## src/include/pcm_defines.vh

```
// Register map, field positions and reset values of the channel-mode control block
`ifndef PCM_DEFINES_VH
`define PCM_DEFINES_VH

// Word indexes; byte address is four times the index
`define PCM_IDX_CONFIG        16'h17e0
`define PCM_IDX_CH_LOW        16'h17e2
`define PCM_IDX_CH_HIGH       16'h17e3
`define PCM_IDX_VAL_BASE      16'h17f0
`define PCM_NUM_CH            6
`define PCM_VAL_W             16

// Low channel-control register fields
`define PCM_LOW_SWAP01_BIT    0
`define PCM_LOW_SWAP23_BIT    1
`define PCM_LOW_SWAP45_BIT    2
`define PCM_LOW_MODE_LSB      4
`define PCM_LOW_MODE_MSB      5
`define PCM_LOW_RESET         8'h00

// High channel-control register fields
`define PCM_HIGH_ACCEL_BIT    7
`define PCM_HIGH_RSVD_ONE_BIT 6
`define PCM_HIGH_RESET        8'h40

// Configuration register fields
`define PCM_CFG_LOCK_BIT      0
`define PCM_CFG_INDEP_LSB     1
`define PCM_CFG_INDEP_MSB     3
`define PCM_CFG_RESET         8'h00

// Value load modes
`define PCM_MODE_INDEP        2'h0
`define PCM_MODE_ALL_SIX      2'h1
`define PCM_MODE_FIRST_FOUR   2'h2
`define PCM_MODE_RESERVED     2'h3

// Bus handshake phases
`define PCM_PH_IDLE           2'h0
`define PCM_PH_FETCH          2'h1
`define PCM_PH_ACK            2'h2
`endif

```

## src/pcm_channel_ctrl.v

```verilog
// Channel-mode control: load mode, pair swap, masking and layered write protection
`timescale 1ns/1ps
`include "pcm_defines.vh"
module pcm_channel_ctrl (
  input  wire                               i_mclk,
  input  wire                               i_rst,
  // Avalon-MM slave, byte address
  input  wire [15:0]                        i_avs_address,
  input  wire                               i_avs_read,
  input  wire                               i_avs_write,
  input  wire [3:0]                         i_avs_byteenable,
  input  wire [31:0]                        i_avs_writedata,
  output reg  [31:0]                        o_avs_readdata,
  output wire                               o_avs_waitrequest,
  // Raw generator outputs, one per channel
  input  wire [`PCM_NUM_CH-1:0]             i_pwm_raw,
  // Conditioned channel outputs
  output reg  [`PCM_NUM_CH-1:0]             o_pwm,
  // Compare values for the generator
  output wire [`PCM_NUM_CH*`PCM_VAL_W-1:0]  o_vals,
  // Control state seen by the generator
  output wire [1:0]                         o_value_load_mode,
  output wire [2:0]                         o_swap_pairs,
  output wire [`PCM_NUM_CH-1:0]             o_channel_mask_bits,
  output wire                               o_accel_write_enable,
  output wire                               o_write_lock
);

  // Decode a byte address into a word index
  function [13:0] pcm_index;
    input [15:0] addr;
    begin
      pcm_index = addr[15:2];
    end
  endfunction

  // True when the word index hits a given register
  function pcm_hit;
    input [15:0] addr;
    input [15:0] idx;
    begin
      pcm_hit = (pcm_index(addr) == idx[13:0]);
    end
  endfunction

  // True for an accepted write with lane zero enabled on a hit register
  function pcm_lane0_write;
    input       fire;
    input       hit;
    input [3:0] be;
    begin
      pcm_lane0_write = fire & hit & be[0];
    end
  endfunction

  // Stored control fields
  reg [1:0]             value_load_mode;
  reg                   swap_pair_four_five;
  reg                   swap_pair_two_three;
  reg                   swap_pair_zero_one;
  reg                   accel_write_enable;
  reg [`PCM_NUM_CH-1:0] channel_mask_bits;
  reg                   cfg_lock;
  reg [2:0]             cfg_indep;

  // Bus handshake state
  reg [1:0]             phase;
  reg [1:0]             next_phase;
  wire                  req;
  wire                  wr_fire;
  wire                  rd_load;

  // Address decode
  wire                  hit_cfg;
  wire                  hit_low;
  wire                  hit_high;
  wire                  hit_val;
  wire [13:0]           val_off;
  wire [2:0]            val_sel;

  // Value memory connections
  reg  [`PCM_NUM_CH-1:0] val_we;
  wire [`PCM_VAL_W-1:0]  val_rdata;

  // Register images for read back
  wire [7:0]            low_image;
  wire [7:0]            high_image;
  wire [7:0]            cfg_image;
  reg  [31:0]           next_readdata;

  // Output conditioning
  reg  [`PCM_NUM_CH-1:0] next_pwm;
  wire [2:0]            swap_vec;
  integer               p;

  // Sized reset images and value base
  wire [7:0]            low_reset;
  wire [7:0]            high_reset;
  wire [7:0]            cfg_reset;
  wire [15:0]           val_base;

  // Lane-zero writes reaching each byte register
  wire                  wr_cfg;
  wire                  wr_low;
  wire                  wr_high;

  // Next values of the stored fields
  reg  [1:0]             next_value_load_mode;
  reg                    next_swap_pair_four_five;
  reg                    next_swap_pair_two_three;
  reg                    next_swap_pair_zero_one;
  reg                    next_accel_write_enable;
  reg  [`PCM_NUM_CH-1:0] next_channel_mask_bits;
  reg                    next_cfg_lock;
  reg  [2:0]             next_cfg_indep;

  // Handshake: fetch cycle, then acknowledge with waitrequest low
  assign req               = i_avs_read | i_avs_write;
  assign o_avs_waitrequest = req & (phase != `PCM_PH_ACK);
  assign wr_fire           = i_avs_write & (phase == `PCM_PH_ACK);
  assign rd_load           = i_avs_read & (phase == `PCM_PH_FETCH);

  // Phase sequencing
  always @* begin
    case (phase)
      `PCM_PH_IDLE:  next_phase = req ? `PCM_PH_FETCH : `PCM_PH_IDLE;
      `PCM_PH_FETCH: next_phase = req ? `PCM_PH_ACK : `PCM_PH_IDLE;
      `PCM_PH_ACK:   next_phase = `PCM_PH_IDLE;
      default:       next_phase = `PCM_PH_IDLE;
    endcase
  end

  // Phase register
  always @(posedge i_mclk) begin
    if (i_rst) begin
      phase <= `PCM_PH_IDLE;
    end else begin
      phase <= next_phase;
    end
  end

  // Sized constants, so fields can be sliced out of them
  assign low_reset  = `PCM_LOW_RESET;
  assign high_reset = `PCM_HIGH_RESET;
  assign cfg_reset  = `PCM_CFG_RESET;
  assign val_base   = `PCM_IDX_VAL_BASE;

  // Register hits
  assign hit_cfg  = pcm_hit(i_avs_address, `PCM_IDX_CONFIG);
  assign hit_low  = pcm_hit(i_avs_address, `PCM_IDX_CH_LOW);
  assign hit_high = pcm_hit(i_avs_address, `PCM_IDX_CH_HIGH);
  assign val_off  = pcm_index(i_avs_address) - val_base[13:0];
  assign hit_val  = (val_off < 14'h6);
  assign val_sel  = val_off[2:0];

  // Byte register writes; lane zero carries the whole register
  assign wr_cfg  = pcm_lane0_write(wr_fire, hit_cfg, i_avs_byteenable);
  assign wr_low  = pcm_lane0_write(wr_fire, hit_low, i_avs_byteenable);
  assign wr_high = pcm_lane0_write(wr_fire, hit_high, i_avs_byteenable);

  // Compare value write enables with broadcast load modes
  always @* begin
    val_we = {`PCM_NUM_CH{1'b0}};
    if (wr_fire && hit_val) begin
      val_we[val_sel] = 1'b1;
      if (val_sel == 3'h0) begin
        case (value_load_mode)
          `PCM_MODE_ALL_SIX:   val_we = 6'h3f;
          `PCM_MODE_FIRST_FOUR: val_we = 6'h0f;
          default:             val_we = 6'h01;
        endcase
      end
    end
  end

  // Compare value storage
  pcm_value_mem u_vals (
    .i_mclk  (i_mclk),
    .i_rst   (i_rst),
    .i_we    (val_we),
    .i_wbe   (i_avs_byteenable[1:0]),
    .i_wdata (i_avs_writedata[15:0]),
    .i_raddr (hit_val ? val_sel : 3'h7),
    .o_rdata (val_rdata),
    .o_vals  (o_vals)
  );

  // Configuration next value; lock is set-once until reset
  always @* begin
    next_cfg_lock  = cfg_lock;
    next_cfg_indep = cfg_indep;
    if (wr_cfg && !cfg_lock) begin
      next_cfg_lock  = i_avs_writedata[`PCM_CFG_LOCK_BIT];
      next_cfg_indep = i_avs_writedata[`PCM_CFG_INDEP_MSB:`PCM_CFG_INDEP_LSB];
    end
  end

  // Configuration register
  always @(posedge i_mclk) begin
    if (i_rst) begin
      cfg_lock  <= cfg_reset[`PCM_CFG_LOCK_BIT];
      cfg_indep <= cfg_reset[`PCM_CFG_INDEP_MSB:`PCM_CFG_INDEP_LSB];
    end else begin
      cfg_lock  <= next_cfg_lock;
      cfg_indep <= next_cfg_indep;
    end
  end

  // Low register next value; mode and swap guarded by acceleration enable
  always @* begin
    next_value_load_mode     = value_load_mode;
    next_swap_pair_four_five = swap_pair_four_five;
    next_swap_pair_two_three = swap_pair_two_three;
    next_swap_pair_zero_one  = swap_pair_zero_one;
    if (wr_low && accel_write_enable) begin
      next_value_load_mode     = i_avs_writedata[`PCM_LOW_MODE_MSB:`PCM_LOW_MODE_LSB];
      next_swap_pair_four_five = i_avs_writedata[`PCM_LOW_SWAP45_BIT];
      next_swap_pair_two_three = i_avs_writedata[`PCM_LOW_SWAP23_BIT];
      next_swap_pair_zero_one  = i_avs_writedata[`PCM_LOW_SWAP01_BIT];
    end
  end

  // Low register
  always @(posedge i_mclk) begin
    if (i_rst) begin
      value_load_mode     <= low_reset[`PCM_LOW_MODE_MSB:`PCM_LOW_MODE_LSB];
      swap_pair_four_five <= low_reset[`PCM_LOW_SWAP45_BIT];
      swap_pair_two_three <= low_reset[`PCM_LOW_SWAP23_BIT];
      swap_pair_zero_one  <= low_reset[`PCM_LOW_SWAP01_BIT];
    end else begin
      value_load_mode     <= next_value_load_mode;
      swap_pair_four_five <= next_swap_pair_four_five;
      swap_pair_two_three <= next_swap_pair_two_three;
      swap_pair_zero_one  <= next_swap_pair_zero_one;
    end
  end

  // High register next value; enable guarded by lock, mask always writable
  always @* begin
    next_accel_write_enable = accel_write_enable;
    next_channel_mask_bits  = channel_mask_bits;
    if (wr_high) begin
      if (!cfg_lock) begin
        next_accel_write_enable = i_avs_writedata[`PCM_HIGH_ACCEL_BIT];
      end
      next_channel_mask_bits = i_avs_writedata[`PCM_NUM_CH-1:0];
    end
  end

  // High register
  always @(posedge i_mclk) begin
    if (i_rst) begin
      accel_write_enable <= high_reset[`PCM_HIGH_ACCEL_BIT];
      channel_mask_bits  <= high_reset[`PCM_NUM_CH-1:0];
    end else begin
      accel_write_enable <= next_accel_write_enable;
      channel_mask_bits  <= next_channel_mask_bits;
    end
  end

  // Read images; reserved bits are constants
  assign low_image  = {2'b00, value_load_mode, 1'b0, swap_pair_four_five,
                       swap_pair_two_three, swap_pair_zero_one};
  assign high_image = {accel_write_enable, 1'b1, channel_mask_bits};
  assign cfg_image  = {4'h0, cfg_indep, cfg_lock};

  // Read data selection; unmapped addresses read zero
  always @* begin
    next_readdata = 32'h0000_0000;
    if (hit_low) begin
      next_readdata = {24'h00_0000, low_image};
    end else if (hit_high) begin
      next_readdata = {24'h00_0000, high_image};
    end else if (hit_cfg) begin
      next_readdata = {24'h00_0000, cfg_image};
    end else if (hit_val) begin
      next_readdata = {16'h0000, val_rdata};
    end
  end

  // Read data register, loaded one cycle before acknowledge
  always @(posedge i_mclk) begin
    if (i_rst) begin
      o_avs_readdata <= 32'h0000_0000;
    end else if (rd_load) begin
      o_avs_readdata <= next_readdata;
    end
  end

  // Pair swap vector, indexed by pair number
  assign swap_vec = {swap_pair_four_five, swap_pair_two_three, swap_pair_zero_one};

  // Swap and mask on each channel pair
  always @* begin
    next_pwm = i_pwm_raw;
    for (p = 0; p < 3; p = p + 1) begin
      if (!cfg_indep[p] && swap_vec[p]) begin
        // Complementary pair: swapped pair exchanges true and inverted legs
        next_pwm[2*p]   = ~i_pwm_raw[2*p];
        next_pwm[2*p+1] = i_pwm_raw[2*p];
      end else if (!cfg_indep[p]) begin
        next_pwm[2*p]   = i_pwm_raw[2*p];
        next_pwm[2*p+1] = ~i_pwm_raw[2*p];
      end
    end
    // Masked channels sit at zero duty
    next_pwm = next_pwm & ~channel_mask_bits;
  end

  // Registered channel outputs
  always @(posedge i_mclk) begin
    if (i_rst) begin
      o_pwm <= {`PCM_NUM_CH{1'b0}};
    end else begin
      o_pwm <= next_pwm;
    end
  end

  // Control state to the generator
  assign o_value_load_mode    = value_load_mode;
  assign o_swap_pairs         = swap_vec;
  assign o_channel_mask_bits  = channel_mask_bits;
  assign o_accel_write_enable = accel_write_enable;
  assign o_write_lock         = cfg_lock;

endmodule

```

## src/pcm_value_mem.v

```verilog
// Six compare value registers with per-entry write enables and registered read
`timescale 1ns/1ps
`include "pcm_defines.vh"
module pcm_value_mem (
  input  wire                               i_mclk,
  input  wire                               i_rst,
  input  wire [`PCM_NUM_CH-1:0]             i_we,
  input  wire [1:0]                         i_wbe,
  input  wire [`PCM_VAL_W-1:0]              i_wdata,
  input  wire [2:0]                         i_raddr,
  output reg  [`PCM_VAL_W-1:0]              o_rdata,
  output wire [`PCM_NUM_CH*`PCM_VAL_W-1:0]  o_vals
);
  reg [`PCM_VAL_W-1:0] val_q [0:`PCM_NUM_CH-1];

  // One register per channel, byte lanes honoured
  genvar g;
  generate
    for (g = 0; g < `PCM_NUM_CH; g = g + 1) begin : g_val
      always @(posedge i_mclk) begin
        if (i_rst) begin
          val_q[g] <= {`PCM_VAL_W{1'b0}};
        end else if (i_we[g]) begin
          if (i_wbe[0]) val_q[g][7:0]  <= i_wdata[7:0];
          if (i_wbe[1]) val_q[g][15:8] <= i_wdata[15:8];
        end
      end
      assign o_vals[g*`PCM_VAL_W +: `PCM_VAL_W] = val_q[g];
    end
  endgenerate

  // Registered read port
  always @(posedge i_mclk) begin
    if (i_rst) begin
      o_rdata <= {`PCM_VAL_W{1'b0}};
    end else if (i_raddr < 3'h6) begin
      o_rdata <= val_q[i_raddr];
    end else begin
      o_rdata <= {`PCM_VAL_W{1'b0}};
    end
  end
endmodule

```

## config.mk

```make
export PLATFORM = sky130hd
export DESIGN_NAME = pcm_channel_ctrl
export DESIGN_NICKNAME = d
export VERILOG_FILES = /design/src/pcm_channel_ctrl.v /design/src/pcm_value_mem.v
export VERILOG_INCLUDE_DIRS = /design/src /design/src/include
export SDC_FILE = /design/constraint.sdc
export NUM_CORES = 1
export LEC_CHECK = 0
export BUFFER_PORTS_ARGS = -buffer_cell sky130_fd_sc_hd__buf_2
export CORE_AREA = 2 2 153 95
export DETAILED_ROUTE_END_ITERATION = 6
export DIE_AREA = 0 0 155 97
export PLACE_DENSITY = 0.85
export SYNTH_ARGS = -nofsm -noshare
export SYNTH_HDL_FRONTEND = slang
export SYNTH_HIERARCHICAL = 1
export SYNTH_SLANG_ARGS = --single-unit
```

## constraint.sdc

```tcl
create_clock -name i_mclk -period 7.23 [get_ports i_mclk]
set_clock_uncertainty 0.2 [all_clocks]
set_input_delay 1.0845 -clock i_mclk [delete_from_list [all_inputs] [get_ports i_mclk]]
set_output_delay 1.0845 -clock i_mclk [all_outputs]
set_load 0.03 [all_outputs]
```

* After elaboration in Yosys (flattened, before gate mapping)
Memory sizes are Yosys's and may differ from the RTL's. A register that Yosys moved wholly into a read port is not among the register bits.
Index checks and enable logic that the tools add are counted.
** Cells by class
- $add $sub $neg :: 1
- Multipliers :: 0
- Div/mod/pow operators :: 0
- Magnitude comparators :: 4
- Eq/ne operators :: 8
- Shifts and indexed selects :: 0
- Muxes and demuxes :: 71
- Bitwise gates (word level) :: 29
- Reduce and logical (&&, ||, !) cells :: 15
** Operators by type and width (count)
- $mux W8 :: 12
- $mux W16 :: 4
- $eq A14 B13 Y1 const B :: 3
- $mux W1 :: 42
- $lt A14 B3 Y1 const B :: 1
- $mux W2 :: 7
- $sub A14 B13 Y14 const B :: 1
- $or A1 B1 Y1 :: 13
- $mux W6 :: 2
- $pmux W6 S2 :: 1
- $and A1 B1 Y1 :: 9
- $logic_and A1 B1 Y1 :: 7
- $and A6 B6 Y6 :: 1
- $not A6 Y6 :: 1
- $not A1 Y1 :: 5
- $eq A2 B1 Y1 const B :: 2
- $eq A2 B2 Y1 const B :: 2
- $logic_not A1 Y1 :: 4
- $lt A3 B4 Y1 const B :: 1
- $pmux W2 S2 :: 1
- $demux W1 S3 :: 1
- $ge A3 B1 Y1 const B :: 1
- $logic_not A3 Y1 :: 1
- $lt A3 B3 Y1 const B :: 1
- other kinds (5) :: 5
** Word-level totals
- Bits in registers :: 56
- Bits in latches :: 0
- Memory bits (writable) :: 96
- Bits in read-only memories :: 0
- Input port bits :: 62
- Output and inout port bits :: 148
- Logic and storage cells :: 140
- Memories :: 1
** Memories
- u_vals.val_q :: words 6, bits a word 16, rd ports 7, clocked after Yosys merged registers in 1, wr ports 6, line pcm_value_mem.v:14 : reg [`PCM_VAL_W-1:0] val_q [0:`PCM_NUM_CH-1];

* Logic depth before layout (Yosys ltp)
Gate-level depths: netlist of the first run.
- Depth after elaboration :: 11
- Mapped depth :: 11
- Depth with buffers taken out :: 8

* Hierarchy
The synthesis of the first run kept the hierarchy.
** By module, submodules not included
- pcm_value_mem :: instances 1, cells an instance 353, area each 5099.9 µm², sequential area each 3203.1 µm²
- pcm_channel_ctrl :: instances 1, cells an instance 278, area each 2283.4 µm², sequential area each 800.8 µm²

* Worst setup path before layout of the first run
No wires, ideal clock.
- Path type :: input port to flip-flop
- From :: in i_avs_address[5]
- To :: mem u_vals/val_q[1][0] in the netlist's numbering, enable pin
- Library setup time :: 0.326 ns
- Data arrival time :: 2.858 ns
- Required time :: 6.704 ns
- Setup slack :: 3.846 ns
- Stages :: 6
- Path buffers :: 1
- Cells stage by stage :: and4b_1 nand3_1 or4_1 nor3_1 clkbuf_1 a21o_1
** RTL lines
- start: declaration :: line pcm_channel_ctrl.v:8 : input wire [15:0] i_avs_address,
- end: declaration :: line pcm_value_mem.v:14

==> results of run 1 <==
==> stage by stage <==
stage | hold slack, ns | worst slack [ns] | total power [µW] | utilization [%] | cell area, µm²
2_1_floorplan | 0.2600 | 3.846 | 1082 | - | 7440
3_3_place_gp | 0.2417 | 2.670 | 1132 | 60.45 | 8162
3_5_place_dp | 0.2474 | 2.575 | 1135 | 60.45 | 8162
4_1_cts | 0.2571 | 2.960 | 2009 | 64.77 | 8745
5_1_grt | 0.2690 | 2.734 | 2066 | 64.77 | 8745
6_report | 0.2518 | 2.896 | 2008 | 64.77 | 8745
==> synthesized netlist by cell type (all sizes together), types with 2 or more instances <==
master	number	share of area [%]
nand4	2	0.17
and2b	3	0.31
a31oi	3	0.25
buf	42	4.5
or3	2	0.17
and4b	3	0.41
nor3b	4	0.41
nand3	21	1.4
mux2	32	5.0
dfxtp	56	15
o21ai	16	1.1
xor2	3	0.36
inv	3	0.15
o22ai	17	2.4
a21o	10	1.0
or4	2	0.20
nand2b	8	0.71
nand2	22	1.1
mux2i	16	2.2
o21a	16	1.6
a21oi	26	1.8
o31ai	3	0.49
nor2	24	1.2
edfxtp	96	39
nor4	6	1.0
and2	19	1.6
xnor2	3	0.36
o311ai	3	0.36
nor3	32	2.9
nor2b	8	0.68
nor4b	2	0.32
and3	81	6.9
a32oi	10	1.2
nand3b	2	0.20
a22oi	2	0.20
clkbuf	22	1.3
nand4b	2	0.64
==> kinds of logic (layout without fill, tap and decap cells) <==
kind of cell,after synthesis,in the layout
buffers and inverters,67,215
xor gates and xnor gates,6,6
other,1,16
and+or+nand+nor,247,247
adders and majority gates,1,1
DFF,152,152
AOI/OAI and AO/OA,109,109
muxes,48,48
==> critical path: stages <==
cell      delay (ns)
buf_2           0.26
a21bo_2         0.28
nor4_4          0.66
nand2b_2        0.60
buf_4           0.42
nor3_1          0.23
buf_4           0.26
a21o_1          0.37
==> layer usage <==
metal  global-route usage, %  vias up
met2                   39.79      355
met3                   5.914       32
li1                        -     2631
met1                   37.92     2817
met4                   5.556        0
met5                       0        -
==> worst min path at each step <==
stage	to
after detailed placement	o_avs_readdata[7]$_SDFFE_PP0P_
final	o_avs_readdata[7]$_SDFFE_PP0P_
after floorplan	phase[1]$_SDFF_PP0_
after CTS	o_avs_readdata[7]$_SDFFE_PP0P_
after global placement	o_avs_readdata[7]$_SDFFE_PP0P_
after global routing	o_avs_readdata[7]$_SDFFE_PP0P_
==> power groups by stage <==
stage,sequential [µW],combinational [µW],clock (µW)
after floorplan,1010,68.9,0
after global placement,972,160,0
after detailed placement,973,162,0
after CTS,954,163,892
after global routing,957,173,936
final,955,164,889
==> final cells by class <==
type / instances / share of cell area, %
flip-flops and latches: 152 / 45.79
well taps: 175 / 2.504
multi-input cells: 427 / 34.33
clock inverters: 12 / 1.717
clock buffers: 19 / 4.951
inverters: 3 / 0.1288
repair buffers: 181 / 10.59
==> flip-flops by register name, summed over array words and instances, names as in the netlist <==
signal / cells
o_channel_mask_bits: 6
o_write_lock: 1
u_vals/o_rdata: 16
u_vals/val_q: 96
o_accel_write_enable: 1
o_pwm: 6
swap_pair_two_three: 1
swap_pair_zero_one: 1
o_value_load_mode: 2
cfg_indep: 3
swap_pair_four_five: 1
phase: 2
o_avs_readdata: 16
==> placed cells by master, fill, tap and decap left out, drive strengths merged, types with 4 or more instances in the layout <==
| master | instances |
|---|---|
| o21ai | 16 |
| a32oi | 10 |
| inv | 5 |
| nand3 | 21 |
| o21a | 16 |
| nand2 | 22 |
| o22ai | 17 |
| dfxtp | 56 |
| and2 | 19 |
| clkbuf | 19 |
| buf | 181 |
| nor4 | 6 |
| a21oi | 26 |
| nand2b | 8 |
| conb | 16 |
| and3 | 81 |
| mux2i | 16 |
| nor2 | 24 |
| nor3b | 4 |
| mux2 | 32 |
| nor2b | 8 |
| a21o | 10 |
| nor3 | 32 |
| clkinv | 4 |
| edfxtp | 96 |
==> flow_metrics.py, run 1 <==
metrics = {
    "drt": {
        "vias_per_cell": 6.022,
        "ant_nets": 0,
        "routed.top_layer": "met4",
        "met1Wirelength_um": 8498,
        "wl_per_cell_um": 20.30,
        "met2WireLength_um": 8843,
        "drc_errors": 0,
        "first_pass_iters": 5,
        "vias": 5835,
        "drt_iter0_markers": 614,
        "met3_length_um": 2099,
        "drt-total-wl_um": 19670,
    },
    "global_route": {
        "grt_max_degree": 73,
        "antenna_found_initial": 0,
        "grt_pass1_vias": 5317,
        "grt_overflow": 0,
        "grt_pass1_wl_um": 29940,
        "grtUsageTotal_pct": 25.99,
    },
    "clocking": {
        "clock_sinks": 152,
        "path_clk_slew_ns": 0.06,
        "cts_root_buf": "clkbuf_16",
        "cts_setup_buffers": 0,
        "cts-hold-fix-buffers": 0,
        "cts-buffers-inserted": 17,
        "cts_resized": 0,
        "clock_path_buffers": 2,
        "cts_tree": "done",
        "cts_max_level": 4,
        "clk_latency_ns": 0.41,
    },
    "power_and_ir_drop": {
        "swShare_pct": 24.20,
        "p_leak_uw": 0.003965,
        "p_sw_uw": 486.0,
        "clock_power_share_pct": 44.3,
        "powerDensity_nw_per_um2": 229.6,
        "internal-power_uw": 1522,
        "vdd.ir_drop.worst_mv": 0.1693,
        "p_seq_share_pct": 47.5,
        "combinationalPowerShare_pct": 8.2,
    },
    "yosys": {
        "synth_top_family_by_area": "simple AND/OR/NAND/NOR gates",
        "synthMuxAreaShare_pct": 7.151,
        "ys.warnings.count": 6,
        "ys_seq_area_share_pct": 54.23,
        "yosysUniqueCellTypes": 62,
        "synth_edf_count": 96,
        "synth_fa_ha_area_share_pct": 0.1695,
        "ys_ff_latch": 152,
        "synthCells": 631,
        "synth_xor_area_share_pct": 0.7117,
        "async_reset_ff_share_pct": 0,
        "syn_area_um2": 7383,
        "synth-compound-area-share_pct": 10.71,
        "synth_ff_type": "edfxtp_1",
        "synth_area_per_cell_um2": 11.70,
        "synthSimpleGateAreaFrac_pct": 21.06,
    },
    "status": {
        "status": "complete, no violations",
    },
    "timing": {
        "fin_crit_ns": 4.334,
        "worst_pin_slew_ns": 1.038,
        "rsz0062_at_grt": "false",
        "hold_viol_final": 0,
        "slew-limit-headroom_pct": 30.79,
        "max_freq_mhz": 230.8,
        "finalSetupViolations": 0,
        "fin_crit_sh_pct": 59.94,
        "slew_viol_final": 0,
        "finalSetupTns_ns": 0,
    },
    "place": {
        "port_buffers": 173,
        "dp_hpwl_um": 13920,
        "routabilityCongestion": 0.9203,
        "placed_cells": 938,
    },
    "die": {
        "fp.coreArea_um2": 13500,
        "row_count": 33,
        "die_area_um2": 15040,
        "start_util_pct": 54.68,
        "fp.dieW_um": 155,
        "die_h_um": 97,
        "io_pins": 210,
    },
    "layout": {
        "num_antenna_cells": 0,
        "final_cells": 969,
        "layout.nets": 845,
        "drive_above_1_share_pct": 33.25,
        "seqCellArea_um2": 4004,
        "fillCellCount": 1021,
        "multi_input_area_um2": 3002,
        "area_growth_pct": 18.44,
    },
    "worst_setup_path": {
        "cp_max_fo": 25,
        "crit_end": "u_vals/val_q[5][9]$_SDFFCE_PN0P_",
        "r2r_cells": 6,
        "crit_path_start": "i_avs_address[6]",
        "path_class": "in -> reg",
        "crit_path_start_kind": "input pin",
        "regToRegEndpoint": "u_vals/val_q[1][8]$_SDFFCE_PN0P_",
        "r2r-start": "phase[0]$_SDFF_PP0_",
        "r2r_slack_ns": 4.48,
        "arrival_ns": 4.21,
        "cp-end-kind": "flip-flop",
        "critPathRequiredTime_ns": 7.10,
    },
    "flow_run": {
        "maxCapViolations": 0,
    },
    "min_path": {
        "hp-class": "reg -> reg",
        "min-delay-start": "o_avs_readdata[7]$_SDFFE_PP0P_",
        "hold_depth": 2,
    },
}
(Power assumes the default switching activity.)
==> run 2: changes to the inputs <==
CORE_AREA = 2 2 157 98   (was 2 2 153 95)
DIE_AREA = 0 0 159 100   (was 0 0 155 97)
PLACE_DENSITY = 0.81   (was 0.85)
clock period = 4.1 ns   (was 7.23 ns; I/O delays follow)
==> flow_metrics.py, run 2 (synthesized netlist as in run 1, its figures left out) <==
metrics = {
    "layout": {
        "area_growth_pct": 19.49,
        "num_antenna_cells": 0,
        "drive_above_1_share_pct": 33.75,
        "reg.largest.list": "u_vals/val_q (96), o_avs_readdata (16), u_vals/o_rdata (16)",
        "mostFrequentLayoutCells": "173 x buf_2, 96 x edfxtp_1, 81 x and3_1",
        "final_cells": 1003,
        "largest_reg_flops": 96,
        "final_common_cell": "buf_2",
        "post-route-util_pct": 59.96,
        "regMostFlops": "u_vals/val_q",
        "layout.nets": 850,
    },
    "drt": {
        "wl_per_cell_um": 19.73,
        "drt-total-wl_um": 19790,
        "vias_per_cell": 5.743,
        "vias": 5760,
        "first_pass_iters": 5,
        "drt_iter0_markers": 596,
        "routed.top_layer": "met5",
        "met3_length_um": 1785,
        "met1Wirelength_um": 8830,
        "met2WireLength_um": 8915,
        "drc_errors": 0,
        "ant_nets": 0,
    },
    "status": {
        "status": "complete, no violations",
    },
    "clocking": {
        "clock_path_buffers": 2,
        "cts_root_buf": "clkbuf_16",
        "path_clk_slew_ns": 0.06,
        "cts-buffers-inserted": 17,
        "cts_tree": "done",
        "cts_resized": 0,
        "clock_sinks": 152,
        "cts-hold-fix-buffers": 0,
        "clk_latency_ns": 0.42,
        "cts_setup_buffers": 0,
        "cts_max_level": 4,
    },
    "power_and_ir_drop": {
        "p_leak_uw": 0.004006,
        "power_uw": 3544,
        "vdd.ir_drop.worst_mv": 0.2587,
        "powerDensity_nw_per_um2": 401.7,
    },
    "worst_setup_path": {
        "path_class": "in -> reg",
        "regToRegEndpoint": "u_vals/val_q[3][8]$_SDFFCE_PN0P_",
        "r2r-start": "phase[0]$_SDFF_PP0_",
        "r2r_cells": 5,
        "cp-end-kind": "flip-flop",
        "critPathRequiredTime_ns": 4.23,
        "arrival_ns": 3.10,
        "crit_path_start_kind": "input pin",
        "cp_max_fo": 17,
        "r2r_slack_ns": 1.23,
    },
    "timing": {
        "max_freq_mhz": 336.5,
        "fin_crit_sh_pct": 72.49,
        "rsz0062_at_grt": "false",
        "hold_ws_ns": 0.2573,
        "slew-limit-headroom_pct": 29.28,
        "worst_pin_slew_ns": 1.061,
        "finalSetupViolations": 0,
        "fin_crit_ns": 2.972,
        "finalSetupTns_ns": 0,
        "slew_viol_final": 0,
        "hold_viol_final": 0,
    },
    "die": {
        "row_count": 35,
        "die_h_um": 100,
        "die_area_um2": 15900,
        "fp.dieW_um": 159,
        "start_util_pct": 50.18,
        "io_pins": 210,
        "fp.coreArea_um2": 14710,
    },
    "place": {
        "dp_hpwl_um": 13800,
        "routabilityCongestion": 0.8939,
        "port_buffers": 173,
        "placed_cells": 971,
    },
    "global_route": {
        "grtUsageTotal_pct": 24.27,
        "grt_overflow": 0,
        "grt_pass1_vias": 5247,
        "grt_max_degree": 49,
        "antenna_found_initial": 1,
        "grt_pass1_wl_um": 29460,
    },
    "min_path": {
        "hold_depth": 2,
        "min-delay-start": "o_avs_readdata[7]$_SDFFE_PP0P_",
        "hp-class": "reg -> reg",
        "hold_path_end": "o_avs_readdata[7]$_SDFFE_PP0P_",
    },
    "flow_run": {
        "maxCapViolations": 0,
    },
}
run 2: critical path: stages:
cell and delay [ns]:
buf_2 0.27, a21bo_2 0.29, nor4_4 0.15, buf_4 0.26
nand2b_1 0.09, buf_4 0.20, nand2b_1 0.73, o22ai_1 0.26
nor3_1 0.23
run 2: metrics by stage:
step | setup slack [ns] | instance area [µm²]
2_1_floorplan | 1.185 | 7440
3_3_place_gp | 0.8044 | 8234
3_5_place_dp | 0.7548 | 8234
4_1_cts | 1.118 | 8822
5_1_grt | 0.9968 | 8822
6_report | 1.128 | 8822
run 2: where the power goes:
part	internal (µW)	switching (µW)
Clock	952	617
Sequential	1660	23.7
Combinational	72.5	218
run 2: worst max-delay path by stage:
stage | start | to | cells after the start
final | i_avs_address[6] | u_vals/o_rdata[13]$_SDFF_PP0_ | 9
after global routing | i_avs_address[6] | u_vals/o_rdata[11]$_SDFF_PP0_ | 9
after CTS | i_avs_address[6] | u_vals/o_rdata[13]$_SDFF_PP0_ | 9
after detailed placement | i_avs_address[6] | u_vals/o_rdata[13]$_SDFF_PP0_ | 9
after global placement | i_avs_address[5] | u_vals/val_q[3][12]$_SDFFCE_PN0P_ | 6
after floorplan | i_avs_address[5] | u_vals/val_q[1][0]$_SDFFCE_PN0P_ | 6
run 2: routing by layer:
layer  up-vias  GRT usage (%)
li1       2643              -
met1      2792          34.75
met2       299          37.06
met3        24          5.702
met4         2          7.343
met5         -              0
run 2: layout make-up:
type                       count  area (µm²)
clock buffer                  22       475.5
inverter                       3       11.26
timing repair buffer         186       963.4
clock inverter                10       112.6
tap                          203       254.0
sequential                   152        4004
fill                        1209        5892
multi-input combinational    427        3002
